$ cat config.mk
export PLATFORM = sky130hd
export DESIGN_NAME = gpib_status_and_id_responder
export DESIGN_NICKNAME = d
export VERILOG_FILES = /design/src/pkg/gpib_resp_pkg.sv /design/src/design/gpib_status_and_id_responder.sv /design/src/design/gpib_status_core.sv
export SDC_FILE = /design/constraint.sdc
export NUM_CORES = 1
export LEC_CHECK = 0
export ABC_AREA = 1
export BUFFER_PORTS_ARGS = -buffer_cell sky130_fd_sc_hd__buf_4
export CAP_MARGIN = 0
export CORE_MARGIN = 3
export CORE_UTILIZATION = 46
export DETAILED_ROUTE_END_ITERATION = 7
export PLACE_DENSITY_LB_ADDON = 0.25
export SYNTH_ARGS = -nofsm -noshare
export SYNTH_HDL_FRONTEND = slang
export SYNTH_HIERARCHICAL = 1
export SYNTH_SLANG_ARGS = --single-unit
$ cat constraint.sdc
create_clock -name I_CLK -period 9.05 [get_ports I_CLK]
set_clock_uncertainty 0.05 [all_clocks]
set_input_delay 0.4525 -clock I_CLK [delete_from_list [all_inputs] [get_ports I_CLK]]
set_output_delay 0.4525 -clock I_CLK [all_outputs]
set_load 0.02 [all_outputs]
$ cat src/pkg/gpib_resp_pkg.sv
`default_nettype none
package gpib_resp_pkg;

    // ----------------------------------------
    // Widths
    // ----------------------------------------
    localparam int unsigned DATA_W = 32;
    localparam int unsigned ARG_W = 16;
    localparam int unsigned NFIELD = 6;

    // ----------------------------------------
    // Event status layout
    // ----------------------------------------
    localparam int unsigned ESR_OPC = 0;
    localparam int unsigned ESR_QRY = 3;
    localparam int unsigned ESR_EXE = 4;
    localparam int unsigned ESR_CME = 5;

    // ----------------------------------------
    // Status byte layout
    // ----------------------------------------
    localparam int unsigned STB_MCB = 0;
    localparam int unsigned STB_MAV = 4;
    localparam int unsigned STB_ESB = 5;
    localparam int unsigned STB_MSS = 6;

    // ----------------------------------------
    // Reset values and fixed answers
    // ----------------------------------------
    localparam logic [7:0] MASK_RST = 8'h00;
    localparam logic [7:0] ESR_RST = 8'h00;
    localparam logic [15:0] MCE_RST = 16'h0000;
    localparam logic [DATA_W-1:0] TST_ANSWER = 32'h00000000;
    localparam logic [15:0] CHAN_ABSENT_CODE = 16'h4E46;
    localparam logic [15:0] CHAN_INVALID_CODE = 16'h4E49;

    // ----------------------------------------
    // Commands and field kinds
    // ----------------------------------------
    typedef enum logic [3:0] {
        CMD_CHANNEL_INFO_QUERY_Q = 4'h0,
        CMD_NAME_Q = 4'h1,
        CMD_IDN_Q = 4'h2,
        CMD_WAIT = 4'h3,
        CMD_ESE = 4'h4,
        CMD_ESE_Q = 4'h5,
        CMD_OPC = 4'h6,
        CMD_SRE = 4'h7,
        CMD_SRE_Q = 4'h8,
        CMD_STB_Q = 4'h9,
        CMD_TST_Q = 4'hA,
        CMD_MCE = 4'hB,
        CMD_MCE_Q = 4'hC,
        CMD_ESR_Q = 4'hD
    } cmd_code_e;

    typedef enum logic [2:0] {
        FK_INT = 3'h0,
        FK_TYPE = 3'h1,
        FK_MAKER = 3'h2,
        FK_MODEL = 3'h3,
        FK_MODEL_OPT = 3'h4,
        FK_SERIAL = 3'h5,
        FK_NAME = 3'h6
    } field_kind_e;

    // ----------------------------------------
    // Carriers
    // ----------------------------------------
    typedef struct packed {
        cmd_code_e code;
        logic [ARG_W-1:0] arg;
        logic [3:0] chan;
        logic gpib;
    } cmd_s;

    typedef struct packed {
        field_kind_e kind;
        logic [DATA_W-1:0] data;
        logic last;
    } rsp_s;

    typedef struct packed {
        logic fitted;
        logic valid;
        logic [15:0] type_code;
        logic [DATA_W-1:0] serial;
    } chan_info_s;

    typedef struct packed {
        logic query;
        logic exec;
        logic cmd;
    } err_s;

    typedef struct packed {
        logic ese_wr;
        logic sre_wr;
        logic mce_wr;
        logic opc;
        logic esr_clr;
        logic [ARG_W-1:0] arg;
    } stat_ctl_s;

endpackage : gpib_resp_pkg
`default_nettype wire
$ cat src/design/gpib_status_and_id_responder.sv
`timescale 1ns/1ps
`default_nettype none
// Overview of operation
// Channel query answers type code, absent or invalid code, then serial number.
// Name query answers the configured identity name as a string.
// Identity query answers maker, model, serial, firmware major, minor, build.
// Model field carries the option suffix only when the option is fitted.
// Status commands are accepted only when they arrive over GPIB.
// Wait-to-continue is valid and does nothing.
// Event enable command loads the 0..255 argument into the event mask.
// Status bit 5 is set while an enabled event bit is set.
// Event mask query returns the mask unchanged.
// Operation complete command sets event bit 0.
// Service enable command loads 0..255 into the service request mask.
// Service mask query returns the mask.
// Status bit 0 is set while an enabled measurement flag is set.
// Status bit 4 is set while a response waits to be read.
// Status bit 6 is the master summary of enabled status bits.
// Status byte query returns the current status byte.
// Self-test query always answers 0 and starts nothing.
// Measurement mask command stores which flags may set status bit 0.
// Measurement mask query returns the mask.
// Event register query returns its value then clears it.
// SRQ follows any status bit enabled in the service request mask.
module gpib_status_and_id_responder
    import gpib_resp_pkg::*;
#(
    parameter int unsigned NUM_CH = 4,
    parameter logic [DATA_W-1:0] FW_MAJOR = 32'h00000001,
    parameter logic [DATA_W-1:0] FW_MINOR = 32'h00000000,
    parameter logic [DATA_W-1:0] FW_BUILD = 32'h00000000
) (
    input wire logic I_CLK,
    input wire logic I_RESET,
    input wire logic i_CMD_VALID,
    input wire cmd_s i_CMD,
    output logic o_CMD_READY,
    output logic o_CMD_REJECT,
    output logic o_RSP_VALID,
    output rsp_s o_RSP,
    input wire logic i_RSP_READY,
    input wire logic [15:0] i_MEAS_FLAGS,
    input wire chan_info_s [NUM_CH-1:0] i_CHAN_INFO,
    input wire logic i_OPTION_FITTED,
    input wire err_s i_PARSE_ERR,
    output logic [7:0] o_STATUS_BYTE,
    output logic o_SRQ
);

    // ----------------------------------------
    // State
    // ----------------------------------------
    typedef enum logic [0:0] {
        S_IDLE = 1'b0,
        S_SEND = 1'b1
    } rsp_state_e;

    typedef struct packed {
        rsp_state_e st;
        logic [2:0] cnt;
        field_kind_e [NFIELD-1:0] kind;
        logic [NFIELD-1:0][DATA_W-1:0] data;
        logic reject;
        logic exec_err;
        logic ready;
        logic valid;
        logic last;
    } resp_s;

    localparam resp_s RESP_RST = '{S_IDLE, 3'h0, '0, '0, 1'b0, 1'b0, 1'b1, 1'b0, 1'b0};

    resp_s r_reg;
    resp_s r_next;

    stat_ctl_s ctl;
    err_s err_in;
    logic [7:0] esr_val;
    logic [7:0] ese_val;
    logic [7:0] sre_val;
    logic [15:0] mce_val;
    logic [7:0] stb_val;
    logic srq_val;

    // ----------------------------------------
    // Status registers
    // ----------------------------------------
    gpib_status_core u_core (
        .i_clk(I_CLK),
        .i_reset(I_RESET),
        .i_ctl(ctl),
        .i_err(err_in),
        .i_rsp_avail(r_reg.st == S_SEND),
        .i_meas_flags(i_MEAS_FLAGS),
        .o_esr(esr_val),
        .o_ese(ese_val),
        .o_sre(sre_val),
        .o_mce(mce_val),
        .o_stb(stb_val),
        .o_srq(srq_val)
    );

    always_comb begin
        err_in = i_PARSE_ERR;
        err_in.exec = i_PARSE_ERR.exec | r_reg.exec_err;
    end

    // ----------------------------------------
    // Command decode and response shifter
    // ----------------------------------------
    always_comb begin
        logic take;
        logic status_cmd;
        chan_info_s ci;
        take = 1'b0;
        status_cmd = 1'b0;
        ci = '0;
        ctl = '0;
        ctl.arg = i_CMD.arg;
        r_next = r_reg;
        r_next.reject = 1'b0;
        r_next.exec_err = 1'b0;
        case (r_reg.st)
            S_IDLE: begin
                take = i_CMD_VALID;
            end
            S_SEND: begin
                if (i_RSP_READY) begin
                    r_next.cnt = r_reg.cnt - 3'h1;
                    for (int i = 0; i < NFIELD - 1; i++) begin
                        r_next.kind[i] = r_reg.kind[i+1];
                        r_next.data[i] = r_reg.data[i+1];
                    end
                    if (r_reg.cnt == 3'h1) begin
                        r_next.st = S_IDLE;
                    end
                end
            end
            default: begin
                r_next.st = S_IDLE;
            end
        endcase

        if (take) begin
            case (i_CMD.code)
                CMD_CHANNEL_INFO_QUERY_Q, CMD_NAME_Q, CMD_IDN_Q: status_cmd = 1'b0;
                default: status_cmd = 1'b1;
            endcase
            if (status_cmd && !i_CMD.gpib) begin
                r_next.reject = 1'b1;
            end else begin
                r_next.kind = '{default: FK_INT};
                r_next.data = '0;
                case (i_CMD.code)
                    CMD_CHANNEL_INFO_QUERY_Q: begin
                        if (32'(i_CMD.chan) >= NUM_CH) begin
                            r_next.exec_err = 1'b1;
                        end else begin
                            ci = i_CHAN_INFO[i_CMD.chan];
                            r_next.kind[0] = FK_TYPE;
                            if (!ci.fitted) begin
                                r_next.data[0] = {16'h0000, CHAN_ABSENT_CODE};
                            end else if (!ci.valid) begin
                                r_next.data[0] = {16'h0000, CHAN_INVALID_CODE};
                            end else begin
                                r_next.data[0] = {16'h0000, ci.type_code};
                            end
                            r_next.data[1] = ci.serial;
                            r_next.cnt = 3'h2;
                            r_next.st = S_SEND;
                        end
                    end
                    CMD_NAME_Q: begin
                        r_next.kind[0] = FK_NAME;
                        r_next.cnt = 3'h1;
                        r_next.st = S_SEND;
                    end
                    CMD_IDN_Q: begin
                        r_next.kind[0] = FK_MAKER;
                        r_next.kind[1] = i_OPTION_FITTED ? FK_MODEL_OPT : FK_MODEL;
                        r_next.kind[2] = FK_SERIAL;
                        r_next.data[3] = FW_MAJOR;
                        r_next.data[4] = FW_MINOR;
                        r_next.data[5] = FW_BUILD;
                        r_next.cnt = 3'h6;
                        r_next.st = S_SEND;
                    end
                    CMD_WAIT: begin
                        r_next.st = S_IDLE;
                    end
                    CMD_ESE: begin
                        ctl.ese_wr = 1'b1;
                    end
                    CMD_ESE_Q: begin
                        r_next.data[0] = {24'h000000, ese_val};
                        r_next.cnt = 3'h1;
                        r_next.st = S_SEND;
                    end
                    CMD_OPC: begin
                        ctl.opc = 1'b1;
                    end
                    CMD_SRE: begin
                        ctl.sre_wr = 1'b1;
                    end
                    CMD_SRE_Q: begin
                        r_next.data[0] = {24'h000000, sre_val};
                        r_next.cnt = 3'h1;
                        r_next.st = S_SEND;
                    end
                    CMD_STB_Q: begin
                        r_next.data[0] = {24'h000000, stb_val};
                        r_next.cnt = 3'h1;
                        r_next.st = S_SEND;
                    end
                    CMD_TST_Q: begin
                        r_next.data[0] = TST_ANSWER;
                        r_next.cnt = 3'h1;
                        r_next.st = S_SEND;
                    end
                    CMD_MCE: begin
                        ctl.mce_wr = 1'b1;
                    end
                    CMD_MCE_Q: begin
                        r_next.data[0] = {16'h0000, mce_val};
                        r_next.cnt = 3'h1;
                        r_next.st = S_SEND;
                    end
                    CMD_ESR_Q: begin
                        r_next.data[0] = {24'h000000, esr_val};
                        ctl.esr_clr = 1'b1;
                        r_next.cnt = 3'h1;
                        r_next.st = S_SEND;
                    end
                    default: begin
                        r_next.reject = 1'b1;
                    end
                endcase
            end
        end
        // Handshake flags registered so outputs come from flops
        r_next.ready = (r_next.st == S_IDLE);
        r_next.valid = (r_next.st == S_SEND);
        r_next.last = (r_next.cnt == 3'h1);
    end

    always_ff @(posedge I_CLK or posedge I_RESET) begin
        if (I_RESET) begin
            r_reg <= RESP_RST;
        end else begin
            r_reg <= r_next;
        end
    end

    // ----------------------------------------
    // Outputs
    // ----------------------------------------
    assign o_CMD_READY = r_reg.ready;
    assign o_CMD_REJECT = r_reg.reject;
    assign o_RSP_VALID = r_reg.valid;
    assign o_RSP = '{r_reg.kind[0], r_reg.data[0], r_reg.last};
    assign o_STATUS_BYTE = stb_val;
    assign o_SRQ = srq_val;

endmodule : gpib_status_and_id_responder
`default_nettype wire

$ cat src/design/gpib_status_core.sv
`timescale 1ns/1ps
`default_nettype none
module gpib_status_core
    import gpib_resp_pkg::*;
(
    input wire logic i_clk,
    input wire logic i_reset,
    input wire stat_ctl_s i_ctl,
    input wire err_s i_err,
    input wire logic i_rsp_avail,
    input wire logic [15:0] i_meas_flags,
    output logic [7:0] o_esr,
    output logic [7:0] o_ese,
    output logic [7:0] o_sre,
    output logic [15:0] o_mce,
    output logic [7:0] o_stb,
    output logic o_srq
);

    typedef struct packed {
        logic [7:0] esr;
        logic [7:0] event_status_mask;
        logic [7:0] service_request_mask;
        logic [15:0] measurement_condition_mask;
        logic [7:0] stb;
        logic srq;
    } core_s;

    localparam core_s CORE_RST = '{ESR_RST, MASK_RST, MASK_RST, MCE_RST, 8'h00, 1'b0};

    core_s st_reg;
    core_s st_next;

    always_comb begin
        logic [7:0] sum;
        sum = 8'h00;
        st_next = st_reg;
        // Clear first so a same-cycle event survives
        if (i_ctl.esr_clr) begin
            st_next.esr = 8'h00;
        end
        if (i_ctl.opc) begin
            st_next.esr[ESR_OPC] = 1'b1;
        end
        if (i_err.query) begin
            st_next.esr[ESR_QRY] = 1'b1;
        end
        if (i_err.exec) begin
            st_next.esr[ESR_EXE] = 1'b1;
        end
        if (i_err.cmd) begin
            st_next.esr[ESR_CME] = 1'b1;
        end
        if (i_ctl.ese_wr) begin
            st_next.event_status_mask = i_ctl.arg[7:0];
        end
        if (i_ctl.sre_wr) begin
            st_next.service_request_mask = i_ctl.arg[7:0];
        end
        if (i_ctl.mce_wr) begin
            st_next.measurement_condition_mask = i_ctl.arg;
        end
        sum[STB_MCB] = |(i_meas_flags & st_reg.measurement_condition_mask);
        sum[STB_MAV] = i_rsp_avail;
        sum[STB_ESB] = |(st_reg.esr & st_reg.event_status_mask);
        sum[STB_MSS] = |(sum & st_reg.service_request_mask);
        st_next.stb = sum;
        st_next.srq = sum[STB_MSS];
    end

    always_ff @(posedge i_clk or posedge i_reset) begin
        if (i_reset) begin
            st_reg <= CORE_RST;
        end else begin
            st_reg <= st_next;
        end
    end

    assign o_esr = st_reg.esr;
    assign o_ese = st_reg.event_status_mask;
    assign o_sre = st_reg.service_request_mask;
    assign o_mce = st_reg.measurement_condition_mask;
    assign o_stb = st_reg.stb;
    assign o_srq = st_reg.srq;

endmodule : gpib_status_core
`default_nettype wire

==> results of run 1 <==
critical path, delay by kind of cell (launching register included):
kind | cells | cell delay (ps)
AO/OA/AOI/OAI | 1 | 120
buffers and inverters | 2 | 1560
flip-flops | 1 | 480
AND/OR/NAND/NOR | 3 | 920
synthesized netlist by cell type (2+ instances only):
library cell | instances | area [um2]
o21bai_1 | 4 | 30.0
ha_1 | 2 | 25.0
a21oi_2 | 60 | 526
nand2_1 | 502 | 1880
nand4_1 | 3 | 18.8
nor2_4 | 3 | 33.8
o22ai_2 | 9 | 113
a21oi_1 | 24 | 120
xor2_1 | 2 | 17.5
buf_6 | 12 | 135
buf_4 | 53 | 398
clkbuf_1 | 46 | 173
dfrtp_1 | 222 | 5560
mux2_4 | 10 | 150
nor3_1 | 6 | 30.0
o22a_1 | 28 | 245
o31ai_1 | 3 | 22.5
nor2_2 | 4 | 25.0
inv_1 | 53 | 199
nand2_2 | 4 | 25.0
buf_2 | 27 | 135
o22ai_1 | 23 | 144
nand3_1 | 51 | 255
mux2i_1 | 16 | 160
mux2_2 | 19 | 214
nor2_1 | 153 | 574
o211ai_1 | 2 | 15.0
o21ai_0 | 134 | 671
inv_2 | 6 | 22.5
final timing paths:
check	from	end	slack, ps	depth (start not counted)
max	o_RSP_VALID$_DFF_PP0_	r_reg[59]$_DFF_PP0_	5750	6
min	I_RESET	u_core/o_esr[3]$_DFFE_PP0P_	50	3
max reg2reg	o_RSP_VALID$_DFF_PP0_	r_reg[59]$_DFF_PP0_	5750	6
min reg2reg	u_core/o_sre[6]$_DFFE_PP0P_	u_core/o_sre[6]$_DFFE_PP0P_	460	1
max in group asynchronous	I_RESET	o_RSP[17]$_DFF_PP0_	7320	3
min in group I_CLK	i_PARSE_ERR[2]	u_core/o_esr[3]$_DFFE_PP0P_	80	2
through the flow:
step	area [um2]	utilization	setup slack [ps]	power, mW	cells
global placement	13900	0.547	5780	2.19	1992
CTS	14800	0.582	5750	3.29	2037
global route	14800	0.583	5520	3.44	2039
floorplan	12000	-	3580	1.93	1499
detailed placement	13900	0.547	5740	2.21	1992
finish	14800	0.583	5750	3.27	2039
layout by cell type (no fill, tap or decap), types with 2 or more instances in the layout:
| cell | netlist | routed |
|---|---|---|
| nor2_4 | 3 | 3 |
| ha_1 | 2 | 2 |
| mux2_2 | 19 | 19 |
| mux2i_1 | 16 | 16 |
| o211ai_1 | 2 | 2 |
| a21oi_2 | 60 | 60 |
| conb_1 | 1 | 8 |
| o22ai_2 | 9 | 9 |
| o22a_1 | 28 | 28 |
| o21ai_0 | 134 | 134 |
| nor2_2 | 4 | 4 |
| bufinv_16 | 0 | 4 |
| nand2_2 | 4 | 3 |
| nand2_1 | 502 | 502 |
| nor3_1 | 6 | 5 |
| dfrtp_1 | 222 | 222 |
| inv_1 | 53 | 52 |
| nor2_1 | 153 | 153 |
| clkbuf_8 | 0 | 6 |
| o22ai_1 | 23 | 23 |
| o21bai_1 | 4 | 4 |
| a21oi_1 | 24 | 24 |
| inv_6 | 0 | 3 |
| inv_2 | 6 | 6 |
| nand3_1 | 51 | 51 |
| diode_2 | 0 | 2 |
| clkinvlp_4 | 0 | 2 |
| buf_4 | 53 | 303 |
| clkbuf_16 | 0 | 25 |
| o31ai_1 | 3 | 3 |
| mux2_4 | 10 | 10 |
| clkinv_2 | 0 | 6 |
| nand4_1 | 3 | 3 |
| xor2_1 | 2 | 2 |
where the power goes:
| part | internal (mW) | switching [mW] |
|---|---|---|
| logic | 0.350 | 0.580 |
| clock network | 0.670 | 0.411 |
| registers | 1.16 | 0.0982 |
logic make-up (layout without fill, tap and decap cells):
logic type                 Yosys count  in the layout  share of synthesized area
muxes                               45             45                     0.0436
and+or+nand+nor                    731            731                      0.240
xor gates and xnor gates             2              2                    0.00146
buffers and inverters              200            408                     0.0909
other                                1             10                   0.000312
DFF                                223            223                      0.464
adders and majority gates            2              2                    0.00208
AOI/OAI and AO/OA                  288            288                      0.157
routing by layer:
metal,GRT usage,wire [um],part of all wire,up-vias
met1,0.349,16000,0.43,5036
li1,-,-,-,5198
met2,0.433,18200,0.49,347
met4,0.0790,1260,0.034,0
met3,0.0302,1970,0.052,68
met5,0,0,0,-
cell type report:
cell class	count	area [um2]	share of cell area
inverters	60	235	0.0159
diodes	2	5.00	0.000338
well taps	330	413	0.0279
multi-input cells	1076	5390	0.365
flip-flops and latches	223	5580	0.377
repair buffers	303	2270	0.154
clock inverters	14	185	0.0125
clock buffers	31	708	0.0479
==> flow_summary.yaml, run 1 <==
status:
  status: "complete, no violations"
routing:
  drtIter0Drc: 884
  wl_per_cell_um: 18.4
  first_pass_iters: 5
  num_vias: 10600
  viasPerCell: 5.22
  ant_nets: 0
  drc: 0
  wl_um: 37500
sta:
  fin_tns_setup_ps: 0
  min_period_over_period: 0.365
  hold_slack_ps: 50.1
  slew_headroom: 0.264
  slew_viol_final: 0
  finalHoldViolations: 0
  timing.final.setup_violations: 0
  max_freq_ghz: 0.303
  period_needed_ps: 3300
  tightest_slew_ps: 1100
  rsz0062_at_grt: "no"
power_and_ir_drop:
  leakagePower_nw: 7.33
  ir_drop_v: 0.000148
  power.density_nw_per_um2: 221
synthesis:
  synthFlopType: "dfrtp_1"
  synth-seq-cells: 223
  ys_types: 40
  ys_seq_area_frac: 0.464
  async_flop_share: 1.00
  netlist_area_um2: 12000
  syn_inst: 1492
  synth_edf_count: 0
  yosysWarnings: 6
  avgSynthCellArea_um2: 8.06
worst_setup_path:
  critPathCaptureType: "flip-flop"
  critPathSlowestCell: "buf_4"
  worstPathArrival_ps: 3670
  crit_path_max_incr_delay_ps: 980
  crit_path_max_fanout: 85
  worst_setup_path_start_kind: "flip-flop"
  critical_path_class: "reg -> reg"
  crit_chain: "nor2_1 > nand2_4 > inv_6 > buf_4 > nand3_1 > o31ai_1"
  critPathRequiredTime_ps: 9420
clock_network:
  hold_buffers: 0
  cts_setup_buffers: 0
  clock_path_buffers: 3
  cts_tree: "done"
  path_clk_slew_ps: 60
  cts_resized: 0
  clkSinkCount: 223
  cts-root-buf: "clkbuf_16"
  worstSkewPairLatency_ps: 520
  numCtsBuffers: 25
  cts-htree-levels: 1
global_routing:
  antenna_found_initial: 2
  overflow: 0
  grt_pass1_wl_um: 58100
  grt_pass1_vias: 10200
  grt_use_total: 0.257
  grt_max_degree: 115
hold_path:
  hold_class: "in -> async"
layout:
  drive_above_1_share: 0.275
  syn_to_final_growth_pct: 23.1
  fill_cells: 2306
  largest_reg_flops: 144
  finalNetCount: 1940
floorplanning:
  rows: 58
  io_pins: 297
  core_area_um2: 25400
  die_x_um: 168
  start_util: 0.473
  fp.dieH_um: 168
  dieArea_um2: 28100
flow_run:
  maxCapViolCount: 0
placement:
  hpwl_um: 26800
  io_buffers: 292
  place_congestion: 0.924
Power figures use the tool's default switching activity.
==> inputs of run 2 (changes only) <==
- clock period: 9.05 -> 3.3 ns (I/O delays scaled with it)
==> run 2 against run 1 <==
Worst hold slack worse by 34 ps; count of clock-buffer cells in the layout up 3; final area up 1.9%; register-to-register slack worse by 5100 ps; highest routed layer unchanged; critical endpoint is now u_core/o_stb[0]$_DFF_PP0_; clock power up 130%; core utilization up 1.1 points; via count up 1.4%; maximum frequency up 27%; combinational power rose to 2.8 times the previous value; final cell count up 1.8%.
==> flow_summary.yaml, run 2 (same netlist as run 1, synthesis figures left out) <==
layout:
  final_cell_mix: "nand2_1, buf_4, dfrtp_1"
  final_common_cell: "nand2_1"
  largest_reg_flops: 144
  finalInstanceArea_um2: 15100
  drive_above_1_share: 0.270
  syn_to_final_growth_pct: 25.4
  finalNetCount: 1979
status:
  status: "complete, no violations"
worst_setup_path:
  critical_path_class: "reg -> reg"
  rrSetupSlack_ps: 690
  crit_chain: "nand2_1 > nand2_1 > dlygate4sd3_1 > nor2_1 > dlygate4sd3_1 > nand4_1 > dlygate4sd3_1"
  crit_path_max_incr_delay_ps: 570
  critPathCaptureType: "flip-flop"
  worst_setup_path_start_kind: "flip-flop"
  worstPathArrival_ps: 2950
  crit_top_cell: "dlygate4sd3_1"
  critPathRequiredTime_ps: 3650
  critPathSlowestCell: "dlygate4sd3_1"
  crit_path_max_fanout: 3
sta:
  slew_viol_final: 0
  period_needed_ps: 2610
  tightest_slew_ps: 874
  slew_headroom: 0.418
  finalHoldViolations: 0
  min_period_over_period: 0.790
  timing.final.setup_violations: 0
  rsz0062_at_grt: "no"
  max_freq_ghz: 0.384
  fin_tns_setup_ps: 0
clock_network:
  clock_path_buffers: 3
  worstSkewPairLatency_ps: 510
  cts_tree: "done"
  path_clk_slew_ps: 60
  numCtsBuffers: 23
  cts-root-buf: "clkbuf_16"
  clkSinkCount: 223
  cts-htree-levels: 1
  cts_resized: 0
placement:
  hpwl_um: 27000
  place_congestion: 0.913
  io_buffers: 292
  place_area_um2: 14000
routing:
  wl_per_cell_um: 18.0
  drc: 0
  ant_nets: 0
  viasPerCell: 5.21
  first_pass_iters: 5
  num_vias: 10800
  drtIter0Drc: 1021
  wl_um: 37400
global_routing:
  grt_pass1_vias: 10500
  antenna_found_initial: 2
  grt_max_degree: 207
  overflow: 0
  grt_pass1_wl_um: 58600
  grt_use_total: 0.257
floorplanning:
  die_x_um: 168
  rows: 58
  start_util: 0.473
  io_pins: 297
  core_area_um2: 25400
  dieArea_um2: 28100
  fp.dieH_um: 168
power_and_ir_drop:
  power.density_nw_per_um2: 570
  leakagePower_nw: 7.44
  ir_drop_v: 0.000380
flow_run:
  maxCapViolCount: 0
hold_path:
  hold_class: "in -> reg"
## run 2: cell types whose count changed in the layout (fill, tap and decap cells not counted)
cell	change
buf_12	+5
clkbuf_16	-2
clkbuf_1	+4
bufinv_16	-4
inv_6	-1
dlygate4sd3_1	+32
clkinv_2	-3
clkbuf_8	+1
clkinvlp_4	+1
inv_8	-1
buf_4	+4
## run 2: area by class of cell
type,count,area (um2)
multi-input combinational,1076,5390
clock inverter,6,38.8
antenna,2,5.00
timing repair buffer,344,2730
clock buffer,34,687
inverter,60,234
sequential,223,5580
tap,330,413
fill,2315,10300
## run 2: critical path: cells and delay by family, from the launching register on
family	cells	cell delay, ps
buf+inv	3	1690
flops	1	410
simple gates	4	340
## run 2: worst paths after layout
path | startpoint | endpoint | cells past startpoint
worst min register to register | r_reg[159]$_DFF_PP0_ | r_reg[159]$_DFF_PP0_ | 2
worst max-delay path | u_core/o_mce[3]$_DFFE_PP0P_ | u_core/o_stb[0]$_DFF_PP0_ | 7
worst max register to register | u_core/o_mce[3]$_DFFE_PP0P_ | u_core/o_stb[0]$_DFF_PP0_ | 7
min in group asynchronous | I_RESET | o_CMD_REJECT$_DFF_PP0_ | 3
worst min-delay path | i_MEAS_FLAGS[5] | u_core/o_stb[6]$_DFF_PP0_ | 7
max in group asynchronous | I_RESET | o_RSP[29]$_DFF_PP0_ | 4
## run 2: where the power goes
group	total [mW]	leakage, nW	switching, mW	internal (mW)
Clock	2.48	0.355	1.04	1.44
Sequential	3.48	2.99	0.293	3.19
Combinational	2.64	4.09	1.60	1.04
## run 2: metrics by stage
| stage | setup slack, ps | hold WS, ps | instances | power (mW) | utilization |
|---|---|---|---|---|---|
| floorplan | 735 | 229 | 1499 | 5.30 | - |
| detailed placement | 906 | 250 | 2001 | 6.10 | 0.552 |
| CTS | 738 | 10.1 | 2073 | 8.64 | 0.593 |
| global route | 641 | 43.1 | 2075 | 9.07 | 0.594 |
| finish | 694 | 16.1 | 2075 | 8.60 | 0.594 |
| global placement | 996 | 240 | 2001 | 6.05 | 0.552 |
## run 2: layer usage
metal / up-vias / GRT usage / part of all wire
li1: 5268 / - / -
met1: 5120 / 0.349 / 0.44
met2: 336 / 0.420 / 0.47
met3: 77 / 0.0371 / 0.050
met4: 0 / 0.0943 / 0.040
met5: - / 0 / 0
## run 2: repair_timing
action | 4_1_cts | 5_1_grt
hold endpoints to repair | 112 | 0
hold buffers | 32 | 0
setup buffers | 0 | 0
setup endpoints to repair | 0 | 0
==> inputs of run 3 (changes only) <==
- ABC_AREA: 1 -> 0
- clock period: 3.3 -> 2.5 ns (I/O delays scaled with it)
==> run 3 against run 2 <==
Global-route usage decreased by 2.4 points; die area decreased by 6.6%; worst hold slack improved by 1.9 ps; highest routed layer unchanged; sequential share of layout area increased by 1.2 points; count of clock-buffer cells in the layout decreased by 2; critical path type unchanged; flip-flop and latch count unchanged; critical endpoint unchanged; final area decreased by 3.1%.
==> flow_summary.yaml, run 3 <==
synthesis:
  synthTopCellsByArea: "dfrtp_1, mux4_2, nand2_1"
  synthSimpleGateAreaFrac: 0.128
  synth_compound_area_frac: 0.112
  ys_types: 54
  avgSynthCellArea_um2: 10.8
  yosysTopAreaCell: "dfrtp_1"
  yosysWarnings: 6
  synthFlopType: "dfrtp_1"
  synth_xor_area_frac: 0.00235
  synth_common_cells: "dfrtp_1, nand2_1, a21oi_1"
  synth_most_common_cell: "dfrtp_1"
  synth_top_family_by_area: "multiplexers"
  synth_edf_count: 0
  ys_seq_area_frac: 0.498
  synth_top_area_share: 0.496
  syn_inst: 1039
  synthAdderAreaFrac: 0.00223
  netlist_area_um2: 11200
  muxShareOfSynthArea: 0.188
  async_flop_share: 1.00
  synth-seq-cells: 223
worst_setup_path:
  rr_worst_depth: 5
  crit_top_cell: "dlygate4sd3_1"
  worstReg2RegEnd: "u_core/o_stb[0]$_DFF_PP0_"
  critPathSlowestCell: "dlygate4sd3_1"
  critical_path_class: "reg -> reg"
  worstReg2RegStart: "u_core/o_mce[6]$_DFFE_PP0P_"
  worstPathArrival_ps: 2730
  cp_top_family: "buffers and inverters"
  rrSetupSlack_ps: 100
  critPathCaptureType: "flip-flop"
  crit_path_max_incr_delay_ps: 630
  crit_chain: "a22o_1 > a221oi_2 > dlygate4sd3_1 > nand4_1 > dlygate4sd3_1"
  worst_setup_path_start_kind: "flip-flop"
  crit_path_max_fanout: 3
  critPathRequiredTime_ps: 2830
  critical_path_buf_inv_count: 2
power_and_ir_drop:
  leakagePower_nw: 7.10
  power.density_nw_per_um2: 732
  power_mw: 10.7
  ir_drop_v: 0.000586
layout:
  final_cell_mix: "buf_4, dfrtp_1, nand2_1"
  syn_to_final_growth_pct: 30.4
  finalNonFillerCells: 1634
  fin_util: 0.617
  fill_cells: 1986
  drive_above_1_share: 0.351
  largest_reg_flops: 144
  finalNetCount: 1549
  final_common_cell: "buf_4"
  finalInstanceArea_um2: 14600
  antenna_cells: 0
global_routing:
  overflow: 0
  grt_use_total: 0.232
  antenna_found_initial: 0
  grt_pass1_wl_um: 48900
  grt_pass1_vias: 9099
  grt_max_degree: 97
clock_network:
  worstSkewPairLatency_ps: 520
  cts_setup_buffers: 0
  numCtsBuffers: 24
  cts-htree-levels: 1
  path_clk_slew_ps: 60
  clock_path_buffers: 3
  cts_tree: "done"
  cts-root-buf: "clkbuf_16"
  clkSinkCount: 223
routing:
  first_pass_iters: 5
  wl_per_cell_um: 19.2
  num_vias: 8966
  drtIter0Drc: 617
  drc: 0
  viasPerCell: 5.49
  wl_um: 31300
  ant_nets: 0
sta:
  rsz0062_at_grt: "no"
  slew_viol_final: 0
  period_needed_ps: 2400
  hold_slack_ps: 18.0
  max_freq_ghz: 0.417
  min_period_over_period: 0.960
  slew_headroom: 0.543
  tightest_slew_ps: 669
  finalHoldViolations: 0
  timing.final.setup_violations: 0
placement:
  place_area_um2: 13400
  place_congestion: 0.883
  hpwl_um: 21600
  io_buffers: 292
  dp_cells: 1554
floorplanning:
  core_area_um2: 23700
  rows: 56
  io_pins: 297
  fp.dieH_um: 162
  die_x_um: 162
  start_util: 0.473
  dieArea_um2: 26300
hold_path:
  min_from: "i_CHAN_INFO[118]"
  min_to: "r_reg[55]$_DFF_PP0_"
  min_path_cells: 4
  hold_class: "in -> reg"
flow_run:
  maxCapViolCount: 0
status:
  status: "complete, no violations"
## run 3: changes by cell type after synthesis, moves of 43 or more
cell     change
o21ai_0     -88
a21oi_1     +77
nand2_1    -306
mux4_2      +50
nor2_1     -141
a21oi_2     -60
inv_1       -43
## run 3: how the worst max path moves through the flow
stage,startpoint,to,slack [ps],cells past startpoint
finish,u_core/o_mce[6]$_DFFE_PP0P_,u_core/o_stb[0]$_DFF_PP0_,100,5
global route,u_core/o_mce[6]$_DFFE_PP0P_,u_core/o_stb[0]$_DFF_PP0_,60,5
CTS,u_core/o_mce[4]$_DFFE_PP0P_,u_core/o_stb[6]$_DFF_PP0_,50,6
detailed placement,i_CMD[23],u_core/o_mce[15]$_DFFE_PP0P_,510,6
global placement,i_CMD[23],o_RSP[33]$_DFF_PP0_,550,5
floorplan,I_RESET,o_CMD_REJECT$_DFF_PP0_,-20,1
## run 3: timing repair
| item | 4_1_cts | 5_1_grt |
|---|---|---|
| resized for setup | 0 | 1 |
| hold buffers | 35 | 3 |
| hold endpoints to repair | 173 | 2 |
| setup endpoints to repair | 0 | 1 |
## run 3: tightest hold or removal path: stages
cell and delay (ps):
buf_4 80, mux4_2 210, nand3_1 70, o21ai_0 60
## run 3: final cells by class
class | count | area (um2) | area share
multi-input combinational | 685 | 4900 | 0.335
clock inverter | 11 | 169 | 0.0116
sequential | 223 | 5580 | 0.382
clock buffer | 32 | 691 | 0.0473
timing repair buffer | 354 | 2830 | 0.193
tap | 319 | 399 | 0.0273
inverter | 10 | 41.3 | 0.00283
## run 3: power breakdown
group | leakage [nW] | internal, mW | total, mW | switching [mW]
sequential | 3.04 | 3.96 | 4.25 | 0.287
combinational | 3.64 | 1.18 | 2.64 | 1.46
clock | 0.424 | 2.35 | 3.81 | 1.45
total | 7.10 | 7.49 | 10.7 | 3.20
## run 3: stage by stage
| step | worst slack, ps | TNS, ps |
|---|---|---|
| after floorplan | -24.7 | -4500 |
| after global placement | 554 | 0 |
| after detailed placement | 509 | 0 |
| after CTS | 54.3 | 0 |
| after global routing | 59.4 | 0 |
| final | 100 | 0 |
## run 3: logic make-up (layout without fill, tap and decap cells)
family	count (synthesis)	after routing
mux	143	143
fa+ha+maj	2	2
xor+xnor	3	3
buf+inv	138	407
simple gates	321	321
flops	223	223
compound gates	208	208
other cells	1	8
## run 3: metal layers
layer,vias to the layer above,global-route usage,part of all wire
li1,4166,-,-
met1,4476,0.332,0.43
met2,277,0.372,0.49
met3,47,0.0383,0.056
met4,0,0.0651,0.026
met5,-,0,0
